`config.mk`:
```
export PLATFORM = sky130hd
export DESIGN_NAME = sctrv_device_flat
export DESIGN_NICKNAME = d
export VERILOG_FILES = /design/src/rtl/sctrv_pkg.sv /design/src/rtl/sctrv_if.sv /design/src/rtl/sctrv_device.sv /design/src/flat_wrapper.sv
export SDC_FILE = /design/constraint.sdc
export NUM_CORES = 1
export LEC_CHECK = 0
export ABC_CLOCK_PERIOD_IN_PS = 9000
export BUFFER_PORTS_ARGS = -buffer_cell sky130_fd_sc_hd__buf_2
export CORE_MARGIN = 3
export CORE_UTILIZATION = 40
export DETAILED_ROUTE_END_ITERATION = 12
export HOLD_SLACK_MARGIN = 0.12
export PLACE_DENSITY_LB_ADDON = 0.15
export SETUP_SLACK_MARGIN = 0.3
export SYNTH_ARGS = -nofsm -noshare
export SYNTH_HDL_FRONTEND = slang
export SYNTH_SLANG_ARGS = --single-unit
```
`constraint.sdc`:
```
create_clock -name mclk -period 9 [get_ports mclk]
set_clock_uncertainty 0.2 [all_clocks]
set_input_delay 0.9 -clock mclk [delete_from_list [all_inputs] [get_ports mclk]]
set_output_delay 0.9 -clock mclk [all_outputs]
set_load 0.02 [all_outputs]
```
`src/rtl/sctrv_pkg.sv`:
```
// Purpose: shared constants and crc function for the channel-two view
// Assumes: byte-wide register space, 6-bit addresses
// Notes:   crc runs msb first over status then position bytes
`default_nettype none
package sctrv_pkg;
	localparam int ADDR_W = 6;
	localparam int DATA_W = 8;
	localparam int POS_W  = 40;
	localparam int CRC_W  = 16;
	localparam int FRAME_CNT_W = 3;

	localparam logic [ADDR_W-1:0] OFS_VERSION  = 6'h0B;
	localparam logic [ADDR_W-1:0] OFS_ARRANGE  = 6'h0F;
	localparam logic [ADDR_W-1:0] OFS_STATUS   = 6'h18;
	localparam logic [ADDR_W-1:0] OFS_POS4     = 6'h19;
	localparam logic [ADDR_W-1:0] OFS_POS3     = 6'h1A;
	localparam logic [ADDR_W-1:0] OFS_POS2     = 6'h1B;
	localparam logic [ADDR_W-1:0] OFS_POS1     = 6'h1C;
	localparam logic [ADDR_W-1:0] OFS_POS0     = 6'h1D;
	localparam logic [ADDR_W-1:0] OFS_CRC_HI   = 6'h1E;
	localparam logic [ADDR_W-1:0] OFS_CRC_LO   = 6'h1F;
	localparam logic [ADDR_W-1:0] OFS_PLACE    = 6'h3F;

	localparam int BIT_TOGGLE = 7;
	localparam int BIT_TEST   = 6;
	localparam int BIT_ERR    = 5;
	localparam int FIX_MSB    = 4;
	localparam logic [4:0] FIXED_PATTERN = 5'h1C;

	localparam logic [DATA_W-1:0] RST_BYTE     = 8'h00;
	localparam logic [DATA_W-1:0] ARR_SAME_A   = 8'h02;
	localparam logic [DATA_W-1:0] ARR_SAME_B   = 8'h22;
	localparam logic [DATA_W-1:0] ARR_SEP_A    = 8'h03;
	localparam logic [DATA_W-1:0] ARR_SEP_B    = 8'h33;
	localparam logic [FRAME_CNT_W-1:0] LAST_FRAME = 3'h7;
	localparam logic [FRAME_CNT_W-1:0] FIRST_FRAME = 3'h0;

	localparam logic [CRC_W-1:0] CRC_KOOPMAN = 16'hC86C;
	localparam logic [CRC_W-1:0] CRC_POLY    = {CRC_KOOPMAN[14:0], 1'b1};
	localparam logic [CRC_W-1:0] CRC_INIT    = 16'h0000;
	localparam logic [CRC_W-1:0] CRC_XOROUT  = 16'h00FF;
	localparam int CRC_MSG_W = DATA_W + POS_W;
	localparam logic [3:0] READ_LAST = 4'hA;

	function automatic logic [CRC_W-1:0] crc_calc(
		input logic [DATA_W-1:0] status,
		input logic [POS_W-1:0]  pos
	);
		logic [CRC_MSG_W-1:0] msg;
		logic [CRC_W-1:0]     c;
		logic                 fb;
		msg = {status, pos};
		c = CRC_INIT;
		for (int i = CRC_MSG_W - 1; i >= 0; i--) begin
			fb = c[CRC_W-1] ^ msg[i];
			c = {c[CRC_W-2:0], 1'b0};
			if (fb) begin
				c = c ^ CRC_POLY;
			end
		end
		return c ^ CRC_XOROUT;
	endfunction
endpackage
`default_nettype wire

```
`src/rtl/sctrv_if.sv`:
```
// Purpose: byte register path between view and safety reader
// Assumes: one clock, reader holds one request per pulse
// Notes:   no clocking block; the bench joins both ends
`timescale 1ns/1ps
`default_nettype none
interface sctrv_if;
	import sctrv_pkg::*;
	logic              rdEn;
	logic              wrEn;
	logic [ADDR_W-1:0] addr;
	logic [DATA_W-1:0] wrData;
	logic [DATA_W-1:0] rdData;
	logic              rdAck;

	modport dev (
		input  rdEn,
		input  wrEn,
		input  addr,
		input  wrData,
		output rdData,
		output rdAck
	);
	modport host (
		output rdEn,
		output wrEn,
		output addr,
		output wrData,
		input  rdData,
		input  rdAck
	);
endinterface
`default_nettype wire

```
`src/rtl/sctrv_device.sv`:
```
// Purpose: read-only register view of the second safe channel
// Assumes: frame, sync and validity pulses come from mclk logic
// Notes:   position bytes read from a snapshot taken at status read
//
// Contract
// - version byte mirrors shared version register
// - arrangement code read-only, writes ignored
// - code 02h/22h means copy of primary
// - code 03h/33h means separate secondary sensor
// - toggle bit alternates per transfer, starts 0
// - reader rejects position if toggle unchanged
// - test bit set if test during transfer
// - reader trusts test bit only after requesting
// - reader sees test via error bit or crc
// - error bit shows last position invalid
// - low status bits always 11100, else error; status reads 00h until the first transfer
// - summary bit of status driven out
// - update once per eight frames, if valid
// - position belongs to one of last eight syncs
// - secondary is complement of primary position, or of sensor position for 03h/33h
// - five read-only position bytes 19h..1Dh
// - crc high 1Eh, low 1Fh, reset zero
// - position forty bits, complemented form
// - crc C86Ch, init 0, xor 00FFh
`timescale 1ns/1ps
`default_nettype none
module sctrv_device
	import sctrv_pkg::*;
(
	input  wire logic              mclk,
	input  wire logic              rst,
	sctrv_if.dev                   bus,
	input  wire logic [DATA_W-1:0] versionCode,
	input  wire logic [DATA_W-1:0] arrangeStrap,
	input  wire logic              frameStrobe,
	input  wire logic              syncPulse,
	input  wire logic              xferValid,
	input  wire logic [POS_W-1:0]  primaryPos,
	input  wire logic [POS_W-1:0]  sensorPos,
	input  wire logic              testDone,
	input  wire logic              posFault,
	output logic                   statusSummary,
	output logic                   sameAsPrimary,
	output logic                   separateSensor
);
	logic [DATA_W-1:0]      arrange_r;
	logic                   strapTaken_r;
	logic [FRAME_CNT_W-1:0] frameCnt_r;
	logic [POS_W-1:0]       sample_r;
	logic                   testSeen_r;
	logic                   toggle_r;
	logic [DATA_W-1:0]      status_r;
	logic [POS_W-1:0]       pos_r;
	logic [CRC_W-1:0]       crc_r;
	logic [POS_W-1:0]       snapPos_r;
	logic [CRC_W-1:0]       snapCrc_r;
	logic [DATA_W-1:0]      rdData_r;
	logic                   rdAck_r;

	logic                   isSame;
	logic                   isSeparate;
	logic [POS_W-1:0]       srcPos;
	logic                   slotEnd;
	logic                   commit;
	logic                   firstSync;
	logic                   testNow;
	logic [DATA_W-1:0]      status_nxt;
	logic [POS_W-1:0]       pos_nxt;
	logic [CRC_W-1:0]       crc_nxt;
	logic                   readStatus;
	logic [DATA_W-1:0]      rdData_nxt;

	// arrangement code decode
	assign isSame     = (arrange_r == ARR_SAME_A)
	                  | (arrange_r == ARR_SAME_B);
	assign isSeparate = (arrange_r == ARR_SEP_A)
	                  | (arrange_r == ARR_SEP_B);
	assign sameAsPrimary  = isSame;
	assign separateSensor = isSeparate;

	// separate sensor only when the code says so; else mirror primary
	assign srcPos = isSeparate ? sensorPos : primaryPos;

	// frame slot handling
	assign slotEnd   = frameStrobe & (frameCnt_r == LAST_FRAME);
	assign commit    = slotEnd & xferValid;
	assign firstSync = syncPulse & (frameCnt_r == FIRST_FRAME);
	assign testNow   = testSeen_r | testDone;

	// status byte assembled from live flags
	assign status_nxt = {toggle_r,
	                     testNow,
	                     posFault,
	                     FIXED_PATTERN};
	assign pos_nxt = ~sample_r;
	assign crc_nxt = crc_calc(status_nxt, pos_nxt);

	// summary: any fault indication in the presented status
	assign statusSummary = status_r[BIT_ERR]
	    | (status_r[FIX_MSB:0] != FIXED_PATTERN);

	// read decode; writes never reach any storage
	assign readStatus = bus.rdEn & (bus.addr == OFS_STATUS);

	always_comb begin
		rdData_nxt = RST_BYTE;
		unique case (bus.addr)
			OFS_VERSION: begin
				rdData_nxt = versionCode;
			end
			OFS_ARRANGE: begin
				rdData_nxt = arrange_r;
			end
			OFS_STATUS: begin
				rdData_nxt = status_r;
			end
			OFS_POS4: begin
				rdData_nxt = snapPos_r[39:32];
			end
			OFS_POS3: begin
				rdData_nxt = snapPos_r[31:24];
			end
			OFS_POS2: begin
				rdData_nxt = snapPos_r[23:16];
			end
			OFS_POS1: begin
				rdData_nxt = snapPos_r[15:8];
			end
			OFS_POS0: begin
				rdData_nxt = snapPos_r[7:0];
			end
			OFS_CRC_HI: begin
				rdData_nxt = snapCrc_r[15:8];
			end
			OFS_CRC_LO: begin
				rdData_nxt = snapCrc_r[7:0];
			end
			OFS_PLACE: begin
				rdData_nxt = RST_BYTE;
			end
			default: begin
				rdData_nxt = RST_BYTE;
			end
		endcase
	end

	// strap is caught once after reset release, never under reset
	always_ff @(posedge mclk) begin
		if (rst) begin
			arrange_r    <= RST_BYTE;
			strapTaken_r <= 1'b0;
		end else if (!strapTaken_r) begin
			arrange_r    <= arrangeStrap;
			strapTaken_r <= 1'b1;
		end
	end

	always_ff @(posedge mclk) begin
		if (rst) begin
			frameCnt_r <= FIRST_FRAME;
		end else if (frameStrobe) begin
			frameCnt_r <= frameCnt_r + 3'h1;
		end
	end

	// sample at the first sync of the slot; the committed value is
	// therefore up to eight frames old, never newer than that sync
	always_ff @(posedge mclk) begin
		if (rst) begin
			sample_r <= '0;
		end else if (firstSync) begin
			sample_r <= srcPos;
		end
	end

	// test seen anywhere in the slot; a test in the commit cycle wins
	always_ff @(posedge mclk) begin
		if (rst) begin
			testSeen_r <= 1'b0;
		end else if (testDone) begin
			testSeen_r <= ~slotEnd;
		end else if (slotEnd) begin
			testSeen_r <= 1'b0;
		end
	end

	// status, position and crc move in one edge
	always_ff @(posedge mclk) begin
		if (rst) begin
			toggle_r <= 1'b0;
			status_r <= RST_BYTE;
			pos_r    <= '0;
			crc_r    <= CRC_INIT;
		end else if (commit) begin
			toggle_r <= ~toggle_r;
			status_r <= status_nxt;
			pos_r    <= pos_nxt;
			crc_r    <= crc_nxt;
		end
	end

	// snapshot keeps a status-first read sequence on one transfer
	always_ff @(posedge mclk) begin
		if (rst) begin
			snapPos_r <= '0;
			snapCrc_r <= CRC_INIT;
		end else if (readStatus) begin
			snapPos_r <= pos_r;
			snapCrc_r <= crc_r;
		end
	end

	always_ff @(posedge mclk) begin
		if (rst) begin
			rdData_r <= RST_BYTE;
			rdAck_r  <= 1'b0;
		end else begin
			rdAck_r <= bus.rdEn;
			if (bus.rdEn) begin
				rdData_r <= rdData_nxt;
			end
		end
	end

	assign bus.rdData = rdData_r;
	assign bus.rdAck  = rdAck_r;
endmodule
`default_nettype wire

```
`src/flat_wrapper.sv`:
```
// flat-port wrapper written by rule: the top's interface ports become plain ports
module sctrv_device_flat import sctrv_pkg::*;
  (mclk, rst, versionCode, arrangeStrap, frameStrobe, syncPulse, xferValid, primaryPos, sensorPos, testDone, posFault, statusSummary, sameAsPrimary, separateSensor, bus_rdEn, bus_wrEn, bus_addr, bus_wrData, bus_rdData, bus_rdAck);
  sctrv_if bus_i ();
  input  wire logic mclk;
  input  wire logic rst;
  input  wire logic [DATA_W-1:0] versionCode;
  input  wire logic [DATA_W-1:0] arrangeStrap;
  input  wire logic frameStrobe;
  input  wire logic syncPulse;
  input  wire logic xferValid;
  input  wire logic [POS_W-1:0] primaryPos;
  input  wire logic [POS_W-1:0] sensorPos;
  input  wire logic testDone;
  input  wire logic posFault;
  output logic statusSummary;
  output logic sameAsPrimary;
  output logic separateSensor;
  input wire logic [$bits(bus_i.rdEn)-1:0] bus_rdEn;
  input wire logic [$bits(bus_i.wrEn)-1:0] bus_wrEn;
  input wire logic [$bits(bus_i.addr)-1:0] bus_addr;
  input wire logic [$bits(bus_i.wrData)-1:0] bus_wrData;
  output wire logic [$bits(bus_i.rdData)-1:0] bus_rdData;
  output wire logic [$bits(bus_i.rdAck)-1:0] bus_rdAck;
  assign bus_i.rdEn = bus_rdEn;
  assign bus_i.wrEn = bus_wrEn;
  assign bus_i.addr = bus_addr;
  assign bus_i.wrData = bus_wrData;
  assign bus_rdData = bus_i.rdData;
  assign bus_rdAck = bus_i.rdAck;
  sctrv_device u_core (.mclk(mclk), .rst(rst), .bus(bus_i), .versionCode(versionCode), .arrangeStrap(arrangeStrap), .frameStrobe(frameStrobe), .syncPulse(syncPulse), .xferValid(xferValid), .primaryPos(primaryPos), .sensorPos(sensorPos), .testDone(testDone), .posFault(posFault), .statusSummary(statusSummary), .sameAsPrimary(sameAsPrimary), .separateSensor(separateSensor));
endmodule
```
==> results.toml, run 1 <==
[timing]
finalSetupTns_ns = 0
relSlewSlack_pct = 25.4
setup_viol = 0
fmax_ghz = 0.193
drv_slew = 0
min_period_ns = 5.19
finalHoldViolations = 0
tightest_slew_ns = 1.12
worst_hold_slack_ns = 0.246
rsz0062_at_grt = "no"
fin_crit_sh_pct = 57.7

[drt]
vias = 7289
wire_per_inst_um = 17.2
routed_wl_um = 25000
vias_per_cell = 5.01
route.detailed.drc = 0
ant_nets = 0
drtIter0Drc = 500
first_pass_iters = 4

[global_routing]
grt_max_degree = 105
grt_use_total_pct = 19.2
top_usage_layer = "met2"
grt.met3_usage_pct = 3.23
grt_first_pass_wirelength_um = 39600
grt_pass1_vias = 7065
grt-ovfl-total = 0
grt_use_met2_pct = 29.2
met1_usage_pct = 28.9
antenna_found_initial = 0

[placement]
placed_cell_area_mm2 = 0.0105
io_buffers = 121
gp_congestion = 0.852
dp.final_hpwl_um = 17600

[floorplanning]
num_io_pins = 131
rows = 56
initial_core_util_pct = 41.2
dieArea_mm2 = 0.0264
coreArea_mm2 = 0.0238
die_h_um = 162
die-width_um = 162

[clock_network]
cts_hold_buf = 0
cts_root_buf = "clkbuf_16"
cts_tree = "yes"
htreeDepth = 4
clkTransAtPathRegs_ns = 0.08
clk_path_buf_depth = 2
clock_sinks = 179
clk_latency_ns = 0.44
numCtsBuffers = 17
cts_setup_buffers = 0
ctsResizeCount = 0

[layout]
drive_above_1_share_pct = 17.3
final_area_mm2 = 0.0111
syn_to_final_growth_pct = 14.0
nets = 1245
n_antenna_cell = 0

[synthesis]
synth-seq-area-share_pct = 36.7
synth_edf_count = 0
synth-main-ff-cell = "dfxtp_1"
synth.lib_cells_used.distinct = 45
synth_nets = 1181
async_reset_ff_share_pct = 0
synth_cells = 1059
syn_area_mm2 = 0.00978
yosys_warnings = 0
ys_seq_elements = 179
synth.avg_cell_area_um2 = 9.23

[setup_path]
path_max_fanout = 8
reg2reg_depth = 11
endpoint_kind = "flop"
cp_common_cell = "xnor3_1"
timing.rr.end = "u_core.crc_r[7]"
endpoint = "u_core.crc_r[7]"
r2r-start = "u_core.sample_r[38]"
cp_cell_sequence = "buf_2, nor2_4, xnor3_1, xor2_1, xor3_1, xnor3_1, xnor3_1, xnor3_1, xnor3_4, xnor2_1, nand2_1, a21oi_1"
worst-endpoint-arrival_ns = 5.35
worstPathRequired_ns = 9.16
start_kind = "input port"
crit_type = "in -> reg"
crit_start = "testDone"
slowest_stage = "xor3_1"
slowest_delay_ns = 0.59
reg2reg_slack_ns = 3.98

[min_path]
hp-class = "reg -> reg"

[run]
maxCapViolCount = 0

[outcome]
status = "finished clean"
-- worst min path at each step --
| stage | slack, ns | to | startpoint | cells past startpoint |
|---|---|---|---|---|
| global route | 0.27 | u_core.snapPos_r[6] | u_core.pos_r[6] | 2 |
| finish | 0.25 | u_core.snapPos_r[6] | u_core.pos_r[6] | 2 |
| CTS | 0.25 | u_core.snapCrc_r[8] | u_core.crc_r[8] | 2 |
| detailed placement | 0.24 | u_core.snapPos_r[18] | u_core.pos_r[18] | 2 |
| global placement | 0.24 | u_core.snapPos_r[18] | u_core.pos_r[18] | 2 |
| floorplan | 0.23 | u_core.snapCrc_r[12] | u_core.crc_r[12] | 2 |
-- worst max-delay path, delay by kind of cell --
family | cells | cell delay [ns]
buffers and inverters | 1 | 0.11
and+or+nand+nor | 2 | 0.36
xor gates and xnor gates | 8 | 3.78
AOI/OAI and AO/OA | 1 | 0.18
-- cell families after synthesis --
group / share of synthesized area (%)
and+or+nand+nor: 14.8
xor gates and xnor gates: 27.2
buffers and inverters: 3.48
adders and majority gates: 0.384
AOI/OAI and AO/OA: 13.2
muxes: 4.26
DFF: 36.7
-- registers in the layout (all words and copies together) (netlist names) --
name / count
u_core.strapTaken_r: 1
u_core.snapPos_r: 40
u_core.toggle_r: 1
u_core.bus.rdAck: 1
u_core.status_r: 4
u_core.arrange_r: 8
u_core.testSeen_r: 1
u_core.crc_r: 16
u_core.pos_r: 40
u_core.frameCnt_r: 3
u_core.snapCrc_r: 16
u_core.sample_r: 40
u_core.bus.rdData: 8
-- layout make-up --
| type | count | area [µm²] |
|---|---|---|
| Fill cell | 2330 | 12600 |
| Multi-Input combinational cell | 794 | 5870 |
| Sequential cell | 179 | 3580 |
| Timing Repair Buffer | 127 | 653 |
| Clock buffer | 18 | 429 |
| Tap cell | 319 | 399 |
| Clock inverter | 14 | 194 |
| Inverter | 4 | 15.0 |
-- metrics by stage --
stage | util (%) | std cells | setup WS, ns
floorplan | - | 1059 | 3.95
global placement | 44.3 | 1423 | 3.39
detailed placement | 44.3 | 1423 | 3.37
CTS | 46.9 | 1455 | 3.82
global route | 46.9 | 1455 | 3.63
finish | 46.9 | 1455 | 3.81
-- cell usage after synthesis (2+ instances only) --
cell	number	area share (%)
a211oi_1	42	3.2
a21oi_1	85	4.4
a22o_1	2	0.18
a22oi_1	10	0.77
a311oi_1	40	3.6
and3_1	3	0.19
buf_1	11	0.42
buf_2	5	0.26
clkbuf_1	64	2.5
dfxtp_1	179	37
ha_1	3	0.38
inv_1	4	0.15
mux2_2	3	0.35
mux2i_1	18	1.8
mux4_2	9	2.1
nand2_1	231	8.9
nand2b_1	2	0.13
nand3_1	5	0.26
nor2_1	112	4.3
nor2b_1	11	0.70
o21ai_0	12	0.61
o22ai_1	3	0.19
xnor2_1	97	8.7
xnor2_2	3	0.50
xnor3_1	39	9.0
xnor3_2	6	1.5
xnor3_4	5	1.3
xor2_1	30	2.7
xor3_1	7	1.7
xor3_2	2	0.51
xor3_4	2	0.56
-- layer usage --
metal / up-vias / part of all wire (%)
met1: 3404 / 51
met3: 15 / 4.2
li1: 3720 / -
met4: 0 / 0.81
met5: - / 0
met2: 150 / 44
-- layout by cell type (no fill, tap or decap), types with 2 or more instances in the layout --
master	Yosys	layout
xor3_4	2	2
xnor3_4	5	5
nand3_1	5	4
dfxtp_1	179	179
inv_1	4	4
xor3_2	2	2
xnor2_1	97	97
xor3_1	7	7
mux4_2	9	9
bufinv_16	0	3
a211oi_1	42	42
a22o_1	2	2
buf_2	5	120
nor2_4	1	2
nor2b_1	11	11
clkbuf_16	0	17
nand2_1	231	231
mux2i_1	18	18
inv_6	0	2
o22ai_1	3	3
nor2_1	112	111
mux2_2	3	3
clkinvlp_4	0	3
a22oi_1	10	10
xnor3_2	6	6
nand2b_1	2	2
ha_1	3	3
xor2_1	30	30
a21oi_1	85	85
xnor3_1	39	39
xnor2_2	3	3
inv_8	0	3
buf_4	1	7
a311oi_1	40	40
o21ai_0	12	12
Power of run 1 is not shown: default switching activity piles up to over one toggle a cycle in this logic, so the estimate is an artifact.
==> run 2, diff against run 1 <==
--- a/config.mk
+++ b/config.mk
@@ -5,7 +5,7 @@
 export SDC_FILE = /design/constraint.sdc
 export NUM_CORES = 1
 export LEC_CHECK = 0
-export ABC_CLOCK_PERIOD_IN_PS = 9000
+export ABC_CLOCK_PERIOD_IN_PS = 5200
 export BUFFER_PORTS_ARGS = -buffer_cell sky130_fd_sc_hd__buf_2
 export CORE_MARGIN = 3
 export CORE_UTILIZATION = 40
==> constraint.sdc (replaced) <==
create_clock -name mclk -period 5.2 [get_ports mclk]
set_clock_uncertainty 0.2 [all_clocks]
set_input_delay 0.52 -clock mclk [delete_from_list [all_inputs] [get_ports mclk]]
set_output_delay 0.52 -clock mclk [all_outputs]
set_load 0.02 [all_outputs]
==> results.toml, run 2 (same netlist as run 1, synthesis figures left out) <==
[outcome]
status = "finished clean"

[timing]
tightest_slew_ns = 1.08
rsz0062_at_grt = "no"
fin_crit_sh_pct = 90.6
min_period_ns = 4.71
finalSetupTns_ns = 0
relSlewSlack_pct = 27.7
drv_slew = 0
finalHoldViolations = 0
fmax_ghz = 0.212
setup_viol = 0

[min_path]
hp-class = "in -> reg"
min_to = "u_core.sample_r[37]"
hold_start = "primaryPos[37]"
holdPathStages = 3

[drt]
wl_met2_um = 11200
ant_nets = 0
vias_per_cell = 4.97
m1WireLength_um = 12700
routed_wl_um = 25300
vias = 7354
first_pass_iters = 4
drtIter0Drc = 573
wire_per_inst_um = 17.1
top_layer = "met4"
route.met3.wl_um = 1130
route.detailed.drc = 0

[floorplanning]
dieArea_mm2 = 0.0264
die-width_um = 162
coreArea_mm2 = 0.0238
rows = 56
initial_core_util_pct = 41.2
num_io_pins = 131
die_h_um = 162

[clock_network]
clk_path_buf_depth = 2
clk_latency_ns = 0.43
htreeDepth = 4
numCtsBuffers = 17
cts_tree = "yes"
cts_setup_buffers = 0
cts_root_buf = "clkbuf_16"
clock_sinks = 179
clkTransAtPathRegs_ns = 0.07

[setup_path]
endpoint_kind = "flop"
worst-endpoint-arrival_ns = 4.78
r2r-start = "u_core.sample_r[30]"
worstPathRequired_ns = 5.27
reg2reg_depth = 11
crit_type = "reg -> reg"
timing.rr.end = "u_core.crc_r[15]"
start_kind = "flop"
reg2reg_slack_ns = 0.49
path_max_fanout = 5

[placement]
placed_cell_area_mm2 = 0.0106
gp_congestion = 0.844
io_buffers = 121
dp.final_hpwl_um = 18300

[layout]
layout_commonest_cell = "nand2_1"
syn_to_final_growth_pct = 15.7
n_antenna_cell = 0
nets = 1270
largestRegisters = "u_core.pos_r x40, u_core.sample_r x40, u_core.snapPos_r x40"
final_cell_mix = "nand2_1, dfxtp_1, buf_2"
drive_above_1_share_pct = 18.7
final_area_mm2 = 0.0113

[global_routing]
grt_pass1_vias = 7249
grt_use_total_pct = 19.5
antenna_found_initial = 0
grt_first_pass_wirelength_um = 40200
grt-ovfl-total = 0
grt_max_degree = 105

[run]
maxCapViolCount = 0
==> run 2: metrics by stage <==
step	std cells	hold WS, ns	utilization (%)	setup slack, ns
floorplan	1059	0.229	-	0.527
global placement	1439	0.240	44.8	0.304
detailed placement	1439	0.242	44.8	0.208
CTS	1480	0.122	47.5	0.334
global route	1480	0.137	47.6	0.322
finish	1480	0.137	47.6	0.491
==> run 2: timing repair <==
| action | CTS | global route |
|---|---|---|
| hold endpoints to repair | 9 | 0 |
| hold buffers | 9 | 0 |
| resized for setup | 1 | 5 |
| setup endpoints to repair | 2 | 7 |
| cloned | 0 | 0 |
| pin swaps | 0 | 2 |
==> run 2: layout make-up <==
| cell class | count | area [µm²] |
|---|---|---|
| inverters | 4 | 15.0 |
| repair buffers | 152 | 863 |
| well taps | 319 | 399 |
| clock buffers | 21 | 450 |
| flip-flops and latches | 179 | 3580 |
| clock inverters | 11 | 95.1 |
| fillers | 2351 | 12400 |
| multi-input cells | 794 | 5900 |
==> run 2: how the worst max path moves through the flow <==
stage | from | endpoint | slack [ns] | cells past startpoint
finish | u_core.sample_r[30] | u_core.crc_r[15] | 0.49 | 11
global route | u_core.sample_r[30] | u_core.crc_r[15] | 0.32 | 11
CTS | u_core.sample_r[37] | u_core.crc_r[15] | 0.33 | 11
detailed placement | posFault | u_core.crc_r[15] | 0.21 | 12
global placement | posFault | u_core.crc_r[15] | 0.30 | 12
floorplan | posFault | u_core.crc_r[15] | 0.53 | 12
==> run 2: worst max-delay path, cell delays in order (launching register included) <==
cell and delay (ns):
dfxtp_1 0.54, xnor2_2 0.22, xnor3_1 0.43, xnor3_1 0.38
xor3_4 0.58, xor2_2 0.24, xnor3_2 0.51, xnor3_2 0.50
xnor3_2 0.48, xnor2_1 0.25, xnor2_1 0.14, a21oi_1 0.08
==> run 2: per-layer routing <==
layer	vias to the layer above	GRT usage [%]
met5	-	0
met4	0	4.27
met2	143	30.3
met3	17	3.31
met1	3416	28.7
li1	3778	-
Power of run 2 is left out for the same reason.
==> run 3, diff against run 2 <==
--- a/config.mk
+++ b/config.mk
@@ -7,6 +7,7 @@
 export LEC_CHECK = 0
 export ABC_CLOCK_PERIOD_IN_PS = 5200
 export BUFFER_PORTS_ARGS = -buffer_cell sky130_fd_sc_hd__buf_2
+export CORE_ASPECT_RATIO = 0.6
 export CORE_MARGIN = 3
 export CORE_UTILIZATION = 40
 export DETAILED_ROUTE_END_ITERATION = 12
==> results.toml, run 3 (same netlist as run 1, synthesis figures left out) <==
[outcome]
status = "finished clean"

[drt]
drtIter0Drc = 530
wire_per_inst_um = 18.6
top_layer = "met4"
route.detailed.drc = 0
first_pass_iters = 5
vias = 7759
routed_wl_um = 27600
wl_met2_um = 11500
ant_nets = 0
vias_per_cell = 5.23
route.met3.wl_um = 990
m1WireLength_um = 14900

[global_routing]
grt_pass1_vias = 7448
grt-ovfl-total = 0
grt_first_pass_wirelength_um = 43400
grt_max_degree = 92
antenna_found_initial = 0
grt_use_total_pct = 21.1

[floorplanning]
die-width_um = 208
coreArea_mm2 = 0.0236
initial_core_util_pct = 41.5
rows = 43
die_h_um = 127
num_io_pins = 131
dieArea_mm2 = 0.0264

[timing]
finalHoldViolations = 0
rsz0062_at_grt = "yes"
drv_slew = 0
fmax_ghz = 0.212
worst_hold_slack_ns = 0.137
min_period_ns = 4.73
relSlewSlack_pct = 25.2
setup_viol = 0
tightest_slew_ns = 1.12
fin_crit_sh_pct = 90.9
finalSetupTns_ns = 0
fin_ws_ns = 0.472

[setup_path]
slowest_stage = "xor3_4"
start_kind = "flop"
r2r-start = "u_core.sample_r[30]"
crit_family = "XOR/XNOR gates"
crit_buf_inv = 0
endpoint_kind = "flop"
worstPathRequired_ns = 5.30
crit_start = "u_core.sample_r[30]"
reg2reg_depth = 11
cp.depth = 11
path_max_fanout = 5
cp_common_cell = "xnor2_1"
slowest_delay_ns = 0.54
worst-endpoint-arrival_ns = 4.83
cp_cell_sequence = "xnor2_2, xnor3_1, xnor3_1, xor3_4, xor3_4, xnor2_1, xnor3_2, xnor3_2, xnor2_1, xnor2_1, a21oi_1"
crit_type = "reg -> reg"

[layout]
final_cell_mix = "nand2_1, dfxtp_1, buf_2"
syn_to_final_growth_pct = 18.1
layout_commonest_cell = "nand2_1"
multiInputGateArea_mm2 = 0.00596
nets = 1278
regArea_mm2 = 0.00359
n_antenna_cell = 0
drive_above_1_share_pct = 20.0
nFillCells = 2302
largestRegisters = "u_core.pos_r x40, u_core.sample_r x40, u_core.snapPos_r x40"

[clock_network]
clkTransAtPathRegs_ns = 0.07
cts_root_buf = "clkbuf_16"
clk_path_buf_depth = 2
clk_latency_ns = 0.44
cts_tree = "yes"
htreeDepth = 4
numCtsBuffers = 17
clock_sinks = 179

[placement]
place_ws_ns = 0.278
dp.final_hpwl_um = 20000
io_buffers = 121
gp_congestion = 0.878

[min_path]
hold_start = "sensorPos[18]"
hp-class = "in -> reg"
holdPathStages = 3

[run]
maxCapViolCount = 0
==> run 3: metrics by stage <==
step	utilization [%]	instance area (µm²)	cells
final	49.0	11500	1484
after global routing	49.0	11500	1484
after CTS	48.6	11500	1484
after detailed placement	45.4	10700	1442
after global placement	45.4	10700	1442
after floorplan	-	9780	1059
==> run 3: worst register-to-register path, stage by stage (launching register included) <==
cell and delay, ns:
dfxtp_1 0.38, xnor2_2 0.28, xnor3_1 0.48, xnor3_1 0.47, xor3_4 0.54, xor3_4 0.54
xnor2_1 0.29, xnor3_2 0.47, xnor3_2 0.49, xnor2_1 0.23, xnor2_1 0.14, a21oi_1 0.08
==> run 3: cell type report <==
class	instances	share of cell area [%]
Multi-Input combinational cell	794	51.6
Sequential cell	179	31.1
Timing Repair Buffer	160	8.13
Clock buffer	17	3.69
Tap cell	315	3.41
Clock inverter	15	1.95
Inverter	4	0.130
==> run 3: path summary, 6_finish.rpt <==
check | slack, ns | to
max | 0.47 | u_core.crc_r[15]
min | 0.14 | u_core.sample_r[18]
max reg2reg | 0.47 | u_core.crc_r[15]
min reg2reg | 0.25 | u_core.snapCrc_r[5]
==> run 3: repair_timing <==
item / in CTS / in global routing
setup endpoints to repair: 0 / 6
hold buffers: 10 / 0
gates resized for setup: 0 / 14
hold endpoints to repair: 10 / 0
setup buffers: 0 / 0
==> run 3: layer usage <==
metal  GRT usage [%]  vias to the layer above
met3            3.75                       14
met1            33.0                     3840
met5               0                        -
met2            30.4                      122
li1                -                     3783
met4            4.12                        0
Power of run 3 is left out for the same reason.
